===== src/core/vp_mode_pkg.sv =====
// Constants and types shared by the video port mode control and status block
package vp_mode_pkg;

  localparam logic [7:0] ADDR_PORT_MODE_CONTROL = 8'h00;
  localparam logic [7:0] ADDR_PORT_CONDITION_STATUS = 8'h04;

  localparam int CTL_DUAL_BIT = 0;
  localparam int CTL_DISPLAY_BIT = 1;
  localparam int CTL_TRANSPORT_BIT = 2;
  localparam int CTL_POL1_BIT = 4;
  localparam int CTL_POL2_BIT = 5;
  localparam int CTL_HALT_BIT = 14;
  localparam int CTL_SOFT_RESET_BIT = 15;
  localparam int STAT_UPPER_HALF_BIT = 2;
  localparam int STAT_DUAL_DISABLE_BIT = 3;

  localparam logic RESET_HALT = 1'b1;
  localparam logic RESET_MODE_BIT = 1'b0;
  localparam logic RESET_POLARITY = 1'b0;

  localparam logic [7:0] SOFT_RESET_CYCLES = 8'h04;

  typedef enum logic [3:0] {
    MODE_SINGLE_CAPTURE = 4'h1,
    MODE_DUAL_CAPTURE = 4'h2,
    MODE_DISPLAY = 4'h4,
    MODE_TRANSPORT = 4'h8
  } port_mode_t;

  typedef enum logic [1:0] {
    SR_IDLE = 2'h1,
    SR_BUSY = 2'h2
  } soft_reset_state_t;

endpackage : vp_mode_pkg


===== src/core/vp_pin_sync.sv =====
// Three-stage synchroniser with agreement filter for pin and strap inputs
module vp_pin_sync #(
  parameter int WIDTH = 4
) (
  input wire logic CLK,
  input wire logic RESET,
  input wire logic [WIDTH-1:0] async_in,
  output logic [WIDTH-1:0] sync_out
);

  typedef struct packed {
    logic [WIDTH-1:0] s1;
    logic [WIDTH-1:0] s2;
    logic [WIDTH-1:0] s3;
    logic [WIDTH-1:0] out;
  } sync_state_t;

  sync_state_t q;
  sync_state_t d;

  always_comb begin
    d = q;
    d.s1 = async_in;
    d.s2 = q.s1;
    d.s3 = q.s2;
    // Take a new level only once the second and third stage agree
    d.out = (q.s2 & q.s3) | (q.out & (q.s2 | q.s3));
  end

  always_ff @(posedge CLK or posedge RESET) begin
    if (RESET) begin
      q <= '0;
    end else begin
      q <= d;
    end
  end

  assign sync_out = q.out;

endmodule : vp_pin_sync


===== src/core/vp_mode_ctrl.sv =====
// Video port mode control and status registers with Wishbone slave
//
// The implementer's own choices: the Wishbone interface to the registers and the register addresses.
module vp_mode_ctrl #(
  parameter logic [7:0] SOFT_RESET_CYCLES = vp_mode_pkg::SOFT_RESET_CYCLES
) (
  input wire logic CLK,
  input wire logic RESET,
  input wire logic WB_CYC_I,
  input wire logic WB_STB_I,
  input wire logic WB_WE_I,
  input wire logic [7:0] WB_ADR_I,
  input wire logic [3:0] WB_SEL_I,
  input wire logic [31:0] WB_DAT_I,
  output logic [31:0] WB_DAT_O,
  output logic WB_ACK_O,
  input wire logic CFG_DUAL_CHANNEL_DISABLE,
  input wire logic CFG_UPPER_BUS_HALF,
  input wire logic [1:0] CTRL_PIN_I,
  output logic [1:0] CTRL_PIN_O,
  output logic [1:0] CTRL_PIN_OE,
  output logic [1:0] CTRL_ACTIVE_IN,
  input wire logic [1:0] CTRL_ACTIVE_OUT,
  input wire logic [1:0] CTRL_DRIVE_EN,
  input wire logic [1:0] GPIO_MODE,
  input wire logic [1:0] GPIO_OUT,
  input wire logic [1:0] GPIO_OE,
  output logic [1:0] GPIO_IN,
  output logic [3:0] OPERATING_MODE,
  output logic DATA_PINS_OUT_EN,
  output logic CLK2_IS_OUTPUT,
  output logic FIFO_FLUSH,
  output logic PORT_HALTED
);

  typedef struct packed {
    logic ack;
    logic [31:0] rdata;
    vp_mode_pkg::soft_reset_state_t sr;
    logic [7:0] sr_cnt;
    logic halt;
    logic pol2;
    logic pol1;
    logic transport;
    logic display;
    logic dual;
    logic [1:0] pin_o;
    logic [1:0] pin_oe;
  } ctrl_state_t;

  localparam ctrl_state_t STATE_RESET = '{
    ack: 1'b0,
    rdata: 32'h0,
    sr: vp_mode_pkg::SR_IDLE,
    sr_cnt: 8'h00,
    halt: vp_mode_pkg::RESET_HALT,
    pol2: vp_mode_pkg::RESET_POLARITY,
    pol1: vp_mode_pkg::RESET_POLARITY,
    transport: vp_mode_pkg::RESET_MODE_BIT,
    display: vp_mode_pkg::RESET_MODE_BIT,
    dual: vp_mode_pkg::RESET_MODE_BIT,
    pin_o: 2'h0,
    pin_oe: 2'h0
  };

  ctrl_state_t q;
  ctrl_state_t d;

  logic [3:0] sync_q;
  logic dual_disable;
  logic upper_half;
  logic busy;
  logic hit;
  logic wr_ctl;
  logic [1:0] pol;
  logic [1:0] pin_o_d;
  logic [1:0] pin_oe_d;
  logic [31:0] ctl_rd;
  logic [31:0] stat_rd;
  vp_mode_pkg::port_mode_t mode;

  // Straps share the pin synchroniser; they may change after reset in a test
  vp_pin_sync #(
    .WIDTH(4)
  ) u_sync (
    .CLK(CLK),
    .RESET(RESET),
    .async_in({CFG_UPPER_BUS_HALF, CFG_DUAL_CHANNEL_DISABLE, CTRL_PIN_I}),
    .sync_out(sync_q)
  );

  assign dual_disable = sync_q[2];
  // Bus-half only reported, never steers the port
  assign upper_half = sync_q[3] & dual_disable;
  assign busy = (q.sr == vp_mode_pkg::SR_BUSY);
  assign pol = {q.pol2, q.pol1};
  assign GPIO_IN = sync_q[1:0];

  genvar gi;
  generate
    for (gi = 0; gi < 2; gi++) begin : g_pin
      assign CTRL_ACTIVE_IN[gi] = sync_q[gi] ^ pol[gi];
      // GPIO path bypasses polarity entirely
      assign pin_o_d[gi] = GPIO_MODE[gi] ? GPIO_OUT[gi] : (CTRL_ACTIVE_OUT[gi] ^ pol[gi]);
      assign pin_oe_d[gi] = busy ? 1'b0 : (GPIO_MODE[gi] ? GPIO_OE[gi] : CTRL_DRIVE_EN[gi]);
    end
  endgenerate

  always_comb begin
    if (q.transport) begin
      mode = vp_mode_pkg::MODE_TRANSPORT;
    end else if (q.display) begin
      mode = vp_mode_pkg::MODE_DISPLAY;
    end else if (q.dual) begin
      mode = vp_mode_pkg::MODE_DUAL_CAPTURE;
    end else begin
      mode = vp_mode_pkg::MODE_SINGLE_CAPTURE;
    end
  end

  always_comb begin
    ctl_rd = 32'h0;
    ctl_rd[vp_mode_pkg::CTL_SOFT_RESET_BIT] = busy;
    ctl_rd[vp_mode_pkg::CTL_HALT_BIT] = q.halt;
    ctl_rd[vp_mode_pkg::CTL_POL2_BIT] = q.pol2;
    ctl_rd[vp_mode_pkg::CTL_POL1_BIT] = q.pol1;
    ctl_rd[vp_mode_pkg::CTL_TRANSPORT_BIT] = q.transport;
    ctl_rd[vp_mode_pkg::CTL_DISPLAY_BIT] = q.display;
    ctl_rd[vp_mode_pkg::CTL_DUAL_BIT] = q.dual;
    stat_rd = 32'h0;
    stat_rd[vp_mode_pkg::STAT_DUAL_DISABLE_BIT] = dual_disable;
    stat_rd[vp_mode_pkg::STAT_UPPER_HALF_BIT] = upper_half;
  end

  assign hit = WB_CYC_I & WB_STB_I;
  assign wr_ctl = hit & q.ack & WB_WE_I & (WB_ADR_I == vp_mode_pkg::ADDR_PORT_MODE_CONTROL);

  always_comb begin
    d = q;
    d.ack = hit & ~q.ack;
    if (hit & ~q.ack) begin
      if (WB_ADR_I == vp_mode_pkg::ADDR_PORT_MODE_CONTROL) begin
        d.rdata = ctl_rd;
      end else if (WB_ADR_I == vp_mode_pkg::ADDR_PORT_CONDITION_STATUS) begin
        d.rdata = stat_rd;
      end else begin
        d.rdata = 32'h0;
      end
    end
    case (q.sr)
      vp_mode_pkg::SR_IDLE: begin
        if (wr_ctl & WB_SEL_I[1]) begin
          if (WB_DAT_I[vp_mode_pkg::CTL_HALT_BIT]) begin
            d.halt = 1'b0;
          end
          if (WB_DAT_I[vp_mode_pkg::CTL_SOFT_RESET_BIT]) begin
            d.sr = vp_mode_pkg::SR_BUSY;
            d.sr_cnt = SOFT_RESET_CYCLES - 8'h01;
          end
        end
        // Bus writes move mode and polarity only while halted
        if (wr_ctl & WB_SEL_I[0] & q.halt) begin
          d.pol2 = WB_DAT_I[vp_mode_pkg::CTL_POL2_BIT];
          d.pol1 = WB_DAT_I[vp_mode_pkg::CTL_POL1_BIT];
          d.transport = WB_DAT_I[vp_mode_pkg::CTL_TRANSPORT_BIT];
          d.display = WB_DAT_I[vp_mode_pkg::CTL_DISPLAY_BIT];
          d.dual = WB_DAT_I[vp_mode_pkg::CTL_DUAL_BIT];
        end
      end
      vp_mode_pkg::SR_BUSY: begin
        // Bus writes are ignored until the port has settled
        d.sr_cnt = q.sr_cnt - 8'h01;
        if (q.sr_cnt == 8'h00) begin
          d.sr = vp_mode_pkg::SR_IDLE;
          d.halt = vp_mode_pkg::RESET_HALT;
          d.pol2 = vp_mode_pkg::RESET_POLARITY;
          d.pol1 = vp_mode_pkg::RESET_POLARITY;
          d.transport = vp_mode_pkg::RESET_MODE_BIT;
          d.display = vp_mode_pkg::RESET_MODE_BIT;
          d.dual = vp_mode_pkg::RESET_MODE_BIT;
        end
      end
      default: begin
        d.sr = vp_mode_pkg::SR_IDLE;
      end
    endcase
    if (dual_disable) begin
      d.dual = 1'b0;
    end
    d.pin_o = pin_o_d;
    d.pin_oe = pin_oe_d;
  end

  always_ff @(posedge CLK or posedge RESET) begin
    if (RESET) begin
      q <= STATE_RESET;
    end else begin
      q <= d;
    end
  end

  assign WB_ACK_O = q.ack;
  assign WB_DAT_O = q.rdata;
  assign CTRL_PIN_O = q.pin_o;
  assign CTRL_PIN_OE = q.pin_oe;
  assign OPERATING_MODE = mode;
  assign DATA_PINS_OUT_EN = (mode == vp_mode_pkg::MODE_DISPLAY) & ~busy;
  assign CLK2_IS_OUTPUT = (mode == vp_mode_pkg::MODE_DISPLAY) & ~busy;
  assign FIFO_FLUSH = busy;
  assign PORT_HALTED = q.halt;
endmodule : vp_mode_ctrl


===== config.mk =====
export PLATFORM = sky130hd
export DESIGN_NAME = vp_mode_ctrl
export DESIGN_NICKNAME = d
export VERILOG_FILES = /design/src/core/vp_mode_pkg.sv /design/src/core/vp_pin_sync.sv /design/src/core/vp_mode_ctrl.sv
export SDC_FILE = /design/constraint.sdc
export NUM_CORES = 1
export LEC_CHECK = 0
export ABC_AREA = 1
export BUFFER_PORTS_ARGS = -buffer_cell sky130_fd_sc_hd__buf_2
export CAP_MARGIN = 10
export CORE_AREA = 3 3 90 66
export DETAILED_ROUTE_END_ITERATION = 10
export DIE_AREA = 0 0 93 69
export HOLD_SLACK_MARGIN = 0.02
export PLACE_DENSITY = 0.78
export SLEW_MARGIN = 20
export SYNTH_ARGS = -nofsm -noshare
export SYNTH_HDL_FRONTEND = slang
export SYNTH_SLANG_ARGS = --single-unit

===== constraint.sdc =====
create_clock -name CLK -period 2.3 [get_ports CLK]
set_clock_uncertainty 0.15 [all_clocks]
set_input_delay 0.345 -clock CLK [delete_from_list [all_inputs] [get_ports CLK]]
set_output_delay 0.345 -clock CLK [all_outputs]
set_load 0.01 [all_outputs]

## Yosys cells after proc, flatten, opt, wreduce, memory -nomap -nowiden

Index checks and enable logic that the tools add are counted.

| operators by class | value |
|---|---|
| reductions and logical operators | 9 |
| equal/unequal tests | 11 |
| add/sub/neg operators | 1 |
| mux-type cells | 20 |
| bitwise gates (word level) | 20 |

Operator list:

| kind | number |
|---|---|
| $pmux 14 s2 | 1 |
| $logic_not 8->1 | 2 |
| $mux 16 | 1 |
| $reduce_and 3->1 | 4 |
| $mux 11 | 1 |
| $and 1x1->1 | 10 |
| $mux 10 | 1 |
| $and 4x4->4 | 2 |
| $eq 8x3->1 const B | 1 |
| $mux 1 | 8 |
| $mux 4 | 2 |
| $ne 2x2->1 const B | 4 |
| $or 4x4->4 | 2 |
| $sub 8x1->8 const B | 1 |
| $mux 6 | 1 |
| $mux 5 | 1 |
| $eq 4x3->1 const B | 1 |
| $mux 2 | 2 |
| $pmux 2 s2 | 1 |
| $reduce_and 4->1 | 1 |
| $xor 1x1->1 | 4 |
| $mux 3 | 1 |
| $ne 3x1->1 const B | 1 |
| $ne 3x2->1 const B | 1 |
| 6 further kinds | 7 |

| storage, ports and cells | value |
|---|---|
| output and inout port bits | 49 |
| register bits | 69 |
| input port bits | 63 |
| word-level logic and storage cells | 77 |

## Logic depth before layout (Yosys ltp)

Gate-level depths: netlist of run 1.

| logic depth | value |
|---|---|
| depth after elaboration | 9 |
| gate-level depth with buffers | 9 |
| gate-level depth less buffers | 9 |

## Cells and area by module

Synthesis of run 1 repeated with hierarchy kept, for this count alone.

| unflattened totals | value |
|---|---|
| cells, all modules | 255 |
| area, all modules | 2294.7 um^2 |

By module, submodules not included:

| module | cells an instance | sequential area each (um^2) | area an instance (um^2) | times used |
|---|---|---|---|---|
| vp_mode_ctrl | 218 | 728.2 | 1795.5 | 1 |
| vp_pin_sync | 37 | 400.4 | 499.2 | 1 |

## Worst setup path after synthesis of run 1

Ideal clock, no wire load.

| timing path | value |
|---|---|
| path kind | flip-flop to output port |
| start point | reg q[18] (netlist name) |
| end point | out DATA_PINS_OUT_EN |
| arrival | 1514 ps |
| data required time | 1805 ps |
| slack | 291 ps |
| cell stages (with the launch flop) | 6 |
| buffers on the path | 2 |
| cells stage by stage | dfstp_2 inv_1 ha_1 buf_2 nor3_1 buf_4 |

| between the ends | value |
|---|---|
| word-level cells in the longest chain between the ends | 3 |

RTL lines:

| element | line | text |
|---|---|---|
| start, declared | vp_mode_ctrl.sv:66 | `ctrl_state_t q;` |
| start signal, assigned | vp_mode_ctrl.sv:196 | `q <= STATE_RESET;` |
| start signal, assigned | vp_mode_ctrl.sv:198 | `q <= d;` |
| $eq 2x2->1 | vp_mode_ctrl.sv:95 | `assign busy = (q.sr == vp_mode_pkg::SR_BUSY);` |
| net FIFO_FLUSH | vp_mode_ctrl.sv:32 | `output logic FIFO_FLUSH,` |
| $not 1->1 | -- |  |
| $and 1x1->1 | -- |  |
| end, declared | vp_mode_ctrl.sv:30 | `output logic DATA_PINS_OUT_EN,` |

The timed path passes the listed nets, and every way through them passes these cells.

## Final worst setup path of run 1

| timing path | value |
|---|---|
| start point | reg q[18] (netlist name) |
| end point | out CLK2_IS_OUTPUT |

| between the ends | value |
|---|---|
| word-level cells in the longest chain between the ends | 3 |

RTL lines:

| element | line | text |
|---|---|---|
| $eq 2x2->1 | vp_mode_ctrl.sv:95 |  |
| $not 1->1 | vp_mode_ctrl.sv:208 | `assign CLK2_IS_OUTPUT = (mode == vp_mode_pkg::MODE_DISPLAY) & ~busy;` |
| $and 1x1->1 | vp_mode_ctrl.sv:208 |  |
| end, declared | vp_mode_ctrl.sv:31 | `output logic CLK2_IS_OUTPUT,` |

Every way passes these cells.

==> qor.yml, run 1 <==
fin_nets: 380
io_buffer_count: 60
path_clk_slew_ns: 0.08
cp-endpoint: "CLK2_IS_OUTPUT"
p_per_area_nw_per_um2: 950
use_met2_pct: 23.1
top_usage_layer: "met2"
grt_util_met1_pct: 18.8
ir_worst_vdd_uv: 375
r2r_setup_slack_ns: 0.42
avgSynthCellArea_sq_um: 9.02
cp.required_ns: 1.80
crit_path_end_kind: "output pin"
drtAntennaViolNets: 0
final_hold_viol_count: 0
drt_iter0_markers: 106
layout_common_cells: "buf_2 (60), nand2_1 (56), dfrtp_1 (43)"
post-cts-setup-buffers: 0
ys_ff_latch: 45
design_area_sq_um: 2680
via_per_inst: 4.36
clock.fmax_mhz: 482
async_flop_share_pct: 100
drv_cap: 0
critPathLaunchType: "register"
placedCellCount: 373
overflow: 0
finalPower_uw: 2550
start_util_pct: 45.0
root_buffer: "clkbuf_8"
antenna_found_initial: 0
status: "complete, no violations"
worst_skew_pair.late_latency_ns: 0.29
hp-class: "in2reg"
tns_ns: 0
grt_pass1_vias: 1632
crit_type: "reg2out"
die_area_sq_um: 6420
gp_congestion: 0.800
dr.pass1.iters: 4
startpoint: "q[18]$_DFFE_PP1P_"
setup_viol: 0
ff2ff_path_depth: 5
yosysSeqAreaShare_pct: 48.5
cts_tree: "built"
ys.flop_type: "dfrtp_1"
synth-edff-count: 0
num_rows: 22
met3_usage_pct: 3.27
num_io_pins: 112
place_area_sq_um: 2520
setup_ws_ns: 0.225
cts_resized: 0
place_hpwl_mm: 3.33
leakagePower_uw: 0.00140
drive_gt1_share_pct: 28.3
route.vias.total: 1682
netlist_instances: 258
cts_buffer_depth: 2
r2r-start: "q[18]$_DFFE_PP1P_"
fin_crit_sh_pct: 90.2
syn_to_final_growth_pct: 15.3
die_w_um: 93
synthDistinctLibCells: 31
wirelength_mm: 4.40
wl_per_cell_um: 11.4
slew_viol_final: 0
synth_area_sq_um: 2330
preCtsSetupSlack_ns: 0.421
coreArea_sq_um: 5170
clock-sinks: 45
grt_max_degree: 46
worstPathMaxFanout: 5
drcViolationCount: 0
min_period_ns: 2.07
htreeDepth: 2
diodes: 0
rsz0062_at_grt: "no"
mostFrequentLayoutCell: "buf_2"
cts_buffers: 5
crit_arrival_ns: 1.58
worstReg2RegEnd: "q[11]$_DFFE_PP0P_"
yosysWarnings: 0
fin_cells: 386
fp.dieH_um: 69
grt_util_all_layers_pct: 14.3
grt_pass1_wl_mm: 7.39
==> metal layers <==
layer  wire (um)  vias up
met4          42        0
met3         270        5
met2        2140       53
met5           0        -
met1        1940      766
li1            -      858
==> cells by family after synthesis <==
family	Yosys count	synth area share [%]
AND/OR/NAND/NOR	106	21.0
XOR/XNOR	6	2.26
flip-flops	45	48.5
buffers and inverters	65	17.4
adder cells (fa/ha/maj)	8	3.87
other	1	0.161
AO/OA/AOI/OAI	27	6.88
==> where the power goes <==
group	switching [uW]	internal [uW]
clock network	258	354
registers	115	928
logic	560	336
total	932	1620
==> Yosys cell counts, drive strengths merged (2+ instances only) <==
cell     n  area share (%)
inv     21             3.4
o211ai   2            0.64
nand4    3            0.81
xnor2    2            0.75
dfrtp   43              46
a21oi    3            0.81
xor2     4             1.5
o21ai   20             4.8
nor2    20             4.3
nand2   60              11
nand3   16             3.7
nor3     4            0.86
maj3     4             1.7
or2      3            0.81
buf     43              14
dfstp    2             2.3
ha       4             2.2
==> worst max-delay path: stages, from the launching register on <==
cell and delay (ns):
dfstp_2 0.56, inv_1 0.04, ha_1 0.25, nor3_1 0.26
buf_2 0.18
==> registers in the layout, indices dropped and copies added (netlist names) <==
name and cells:
u_sync.d 8, PORT_HALTED 1, u_sync.q 4, u_sync.sync_out 4, CTRL_PIN_OE 2, q 10
WB_ACK_O 1, WB_DAT_O 8, ctl_rd 5, CTRL_PIN_O 2
==> what timing repair did <==
item / 4_1_cts / 5_1_grt
hold buffers: 5 / 0
hold endpoints to repair: 47 / 0
endpoints found under the setup margin: 0 / 0
==> per-stage QoR <==
step,utilization [%],hold WS (ns)
6_report,51.9,0.0967
3_3_place_gp,48.6,0.183
3_5_place_dp,48.6,0.185
4_1_cts,51.9,0.0895
2_1_floorplan,-,0.181
5_1_grt,51.9,0.101
==> cell type report <==
cell class / count / area, sq um
fillers: 521 / 2490
flip-flops and latches: 45 / 1130
multi-input cells: 171 / 881
repair buffers: 68 / 385
well taps: 72 / 90.1
clock buffers: 7 / 86.3
inverters: 22 / 82.6
clock inverters: 1 / 30.0
==> worst min-delay path by stage <==
| stage | from | endpoint | cells past startpoint |
|---|---|---|---|
| after floorplan | u_sync.d[8]$_DFF_PP0_ | u_sync.d[4]$_DFF_PP0_ | 0 |
| after global placement | u_sync.d[8]$_DFF_PP0_ | u_sync.d[4]$_DFF_PP0_ | 0 |
| after detailed placement | u_sync.d[8]$_DFF_PP0_ | u_sync.d[4]$_DFF_PP0_ | 0 |
| after CTS | GPIO_MODE[1] | CTRL_PIN_OE[1]$_DFF_PP0_ | 2 |
| after global routing | GPIO_MODE[1] | CTRL_PIN_OE[1]$_DFF_PP0_ | 2 |
| final | GPIO_MODE[1] | CTRL_PIN_OE[1]$_DFF_PP0_ | 2 |
(Power assumes the default switching activity.)
==> run 2, diff against run 1 <==
- CORE_AREA: 3 3 90 66 -> 3 3 112 81
- DIE_AREA: 0 0 93 69 -> 0 0 115 84
- PLACE_DENSITY: 0.78 -> unset
==> qor.yml, run 2 (synthesis gave the netlist of run 1 again) <==
drtAntennaViolNets: 0  # unchanged
p_per_area_nw_per_um2: 969  # was 950 nW/um^2
tns_ns: 0  # unchanged
wirelength_mm: 4.78  # was 4.40 mm
overflow: 0  # unchanged
cp.required_ns: 1.80  # about the same
wl_met3_um: 301  # was 270 um
leakagePower_uw: 0.00141  # was 0.00140 uW
die_w_um: 115  # was 93 um
ir_worst_vdd_uv: 330  # was 375 uV
crit_type: "reg2out"  # unchanged
drcViolationCount: 0  # unchanged
drt-met1-wl_mm: 2.39  # was 1.94 mm
crit_path_end_kind: "output pin"  # unchanged
wl_per_cell_um: 11.6  # was 11.4 um
clock.fmax_mhz: 482  # about the same
cpMaxStageDelayCell: "dfstp_2"  # unchanged
root_buffer: "clkbuf_16"  # was clkbuf_8
cts_buffer_depth: 2  # unchanged
critPathLaunchType: "register"  # unchanged
grt_pass1_wl_mm: 7.43  # was 7.39 mm
min_period_ns: 2.08  # was 2.07 ns
status: "complete, no violations"  # unchanged
setup_viol: 0  # unchanged
drive_gt1_share_pct: 28.2  # was 28.3%
syn_to_final_growth_pct: 17.0  # was 15.3%
start_util_pct: 29.2  # was 45.0%
rsz0062_at_grt: "no"  # unchanged
layout_common_cells: "buf_2 (60), nand2_1 (56), dfrtp_1 (43)"  # unchanged
ff2ff_path_depth: 5  # unchanged
wl_met2_mm: 2.06  # was 2.14 mm
antenna_found_initial: 0  # unchanged
grt_util_all_layers_pct: 9.87  # was 14.3%
worstReg2RegEnd: "q[11]$_DFFE_PP0P_"  # unchanged
drv_cap: 0  # unchanged
drt_iter0_markers: 47  # was 106
io_buffer_count: 60  # unchanged
worstPathMaxFanout: 4  # was 5
worstPathCellList: "inv_1 > ha_1 > nor3_1 > buf_2"  # unchanged
grt_pass1_vias: 1539  # was 1,632
fillers: 823  # was 521
num_io_pins: 112  # unchanged
max_stage_delay_ns: 0.55  # was 0.56 ns
largest_register: "q"  # unchanged
worstMarginPinSlew_ns: 0.560
num_rows: 27  # was 22
fin_cells: 413  # was 386
final_hold_viol_count: 0  # unchanged
crit_arrival_ns: 1.58  # about the same
coreArea_sq_um: 7970  # was 5170 sq um
dr.pass1.iters: 4  # unchanged
seqCellArea_sq_um: 1130  # unchanged
clock-sinks: 45  # unchanged
largest_register_ffs: 10  # unchanged
diodes: 0  # unchanged
worst_skew_pair.late_latency_ns: 0.28  # was 0.29 ns
fin_crit_sh_pct: 90.3  # was 90.2%
fp.dieH_um: 84  # was 69 um
multi_input_area_sq_um: 881  # unchanged
fin_nets: 379  # was 380
r2r_setup_slack_ns: 0.41  # was 0.42 ns
gp_congestion: 0.821  # was 0.800
grt_max_degree: 46  # unchanged
finalPower_uw: 2640  # was 2550 uW
place_hpwl_mm: 3.72  # was 3.33 mm
highest_layer: "met4"  # unchanged
htreeDepth: 2  # unchanged
whs_ns: 0.0494  # was 0.0967 ns
via_per_inst: 4.06  # was 4.36
hp-class: "in2async"  # was in2reg
cts_buffers: 5  # unchanged
path_clk_slew_ns: 0.06  # was 0.08 ns
die_area_sq_um: 9660  # was 6420 sq um
route.vias.total: 1677  # was 1,682
slew_viol_final: 0  # unchanged
r2r-start: "q[18]$_DFFE_PP1P_"  # unchanged
mostFrequentLayoutCell: "buf_2"  # unchanged
placedCellCount: 402  # was 373
place_area_sq_um: 2540  # was 2520 sq um
design_area_sq_um: 2720  # was 2680 sq um
maxSlewHeadroom_pct: 62.7
cts_tree: "built"  # unchanged
run 2: cell count changes in the layout (fill, tap and decap cells not counted):
cell,previous run,this run
clkbuf_16,0,5
clkbuf_8,6,1
buf_12,1,0
buf_4,2,3
bufinv_16,1,0
dlygate4sd3_1,5,4
run 2: layer usage:
layer	GRT usage, %	vias up
met5	0	-
met4	3.20	0
met3	3.04	2
met2	14.0	50
met1	14.2	762
li1	-	863
run 2: report_power, final:
part	internal (uW)	switching, uW	leakage (uW)
Sequential	930	114	0.000560
Combinational	331	572	0.000776
Clock	426	268	0.0000700
run 2: worst max-delay path by stage:
| stage | start | endpoint | cells after the start |
|---|---|---|---|
| after floorplan | q[18]$_DFFE_PP1P_ | DATA_PINS_OUT_EN | 5 |
| after global placement | q[18]$_DFFE_PP1P_ | q[11]$_DFFE_PP0P_ | 5 |
| after detailed placement | q[18]$_DFFE_PP1P_ | q[11]$_DFFE_PP0P_ | 5 |
| after CTS | q[18]$_DFFE_PP1P_ | DATA_PINS_OUT_EN | 4 |
| after global routing | q[18]$_DFFE_PP1P_ | CLK2_IS_OUTPUT | 4 |
| final | q[18]$_DFFE_PP1P_ | DATA_PINS_OUT_EN | 4 |
run 2: critical path, delay by kind of cell (launching register included):
kind                     cells  cell delay (ns)
adder cells (fa/ha/maj)      1             0.23
flip-flops                   1             0.55
buffers and inverters        2             0.23
AND/OR/NAND/NOR              1             0.29
run 2: repair_timing:
| item | in CTS | in global routing |
|---|---|---|
| hold buffers | 4 | 0 |
| endpoints found under the hold margin | 4 | 0 |
| gates resized for setup | 0 | 0 |
| buffers inserted | 0 | 0 |
run 2: final cells by class:
type / count / share of cell area (%)
multi-input cells: 171 / 32.3
flip-flops and latches: 45 / 41.4
clock buffers: 7 / 5.24
repair buffers: 67 / 13.3
well taps: 101 / 4.64
inverters: 22 / 3.03
run 2: through the flow:
step                setup slack (ns)  utilization [%]
floorplan                      0.291                -
detailed placement             0.435             31.9
finish                         0.223             34.2
CTS                            0.165             34.2
global placement               0.455             31.9
global route                  0.0935             34.2
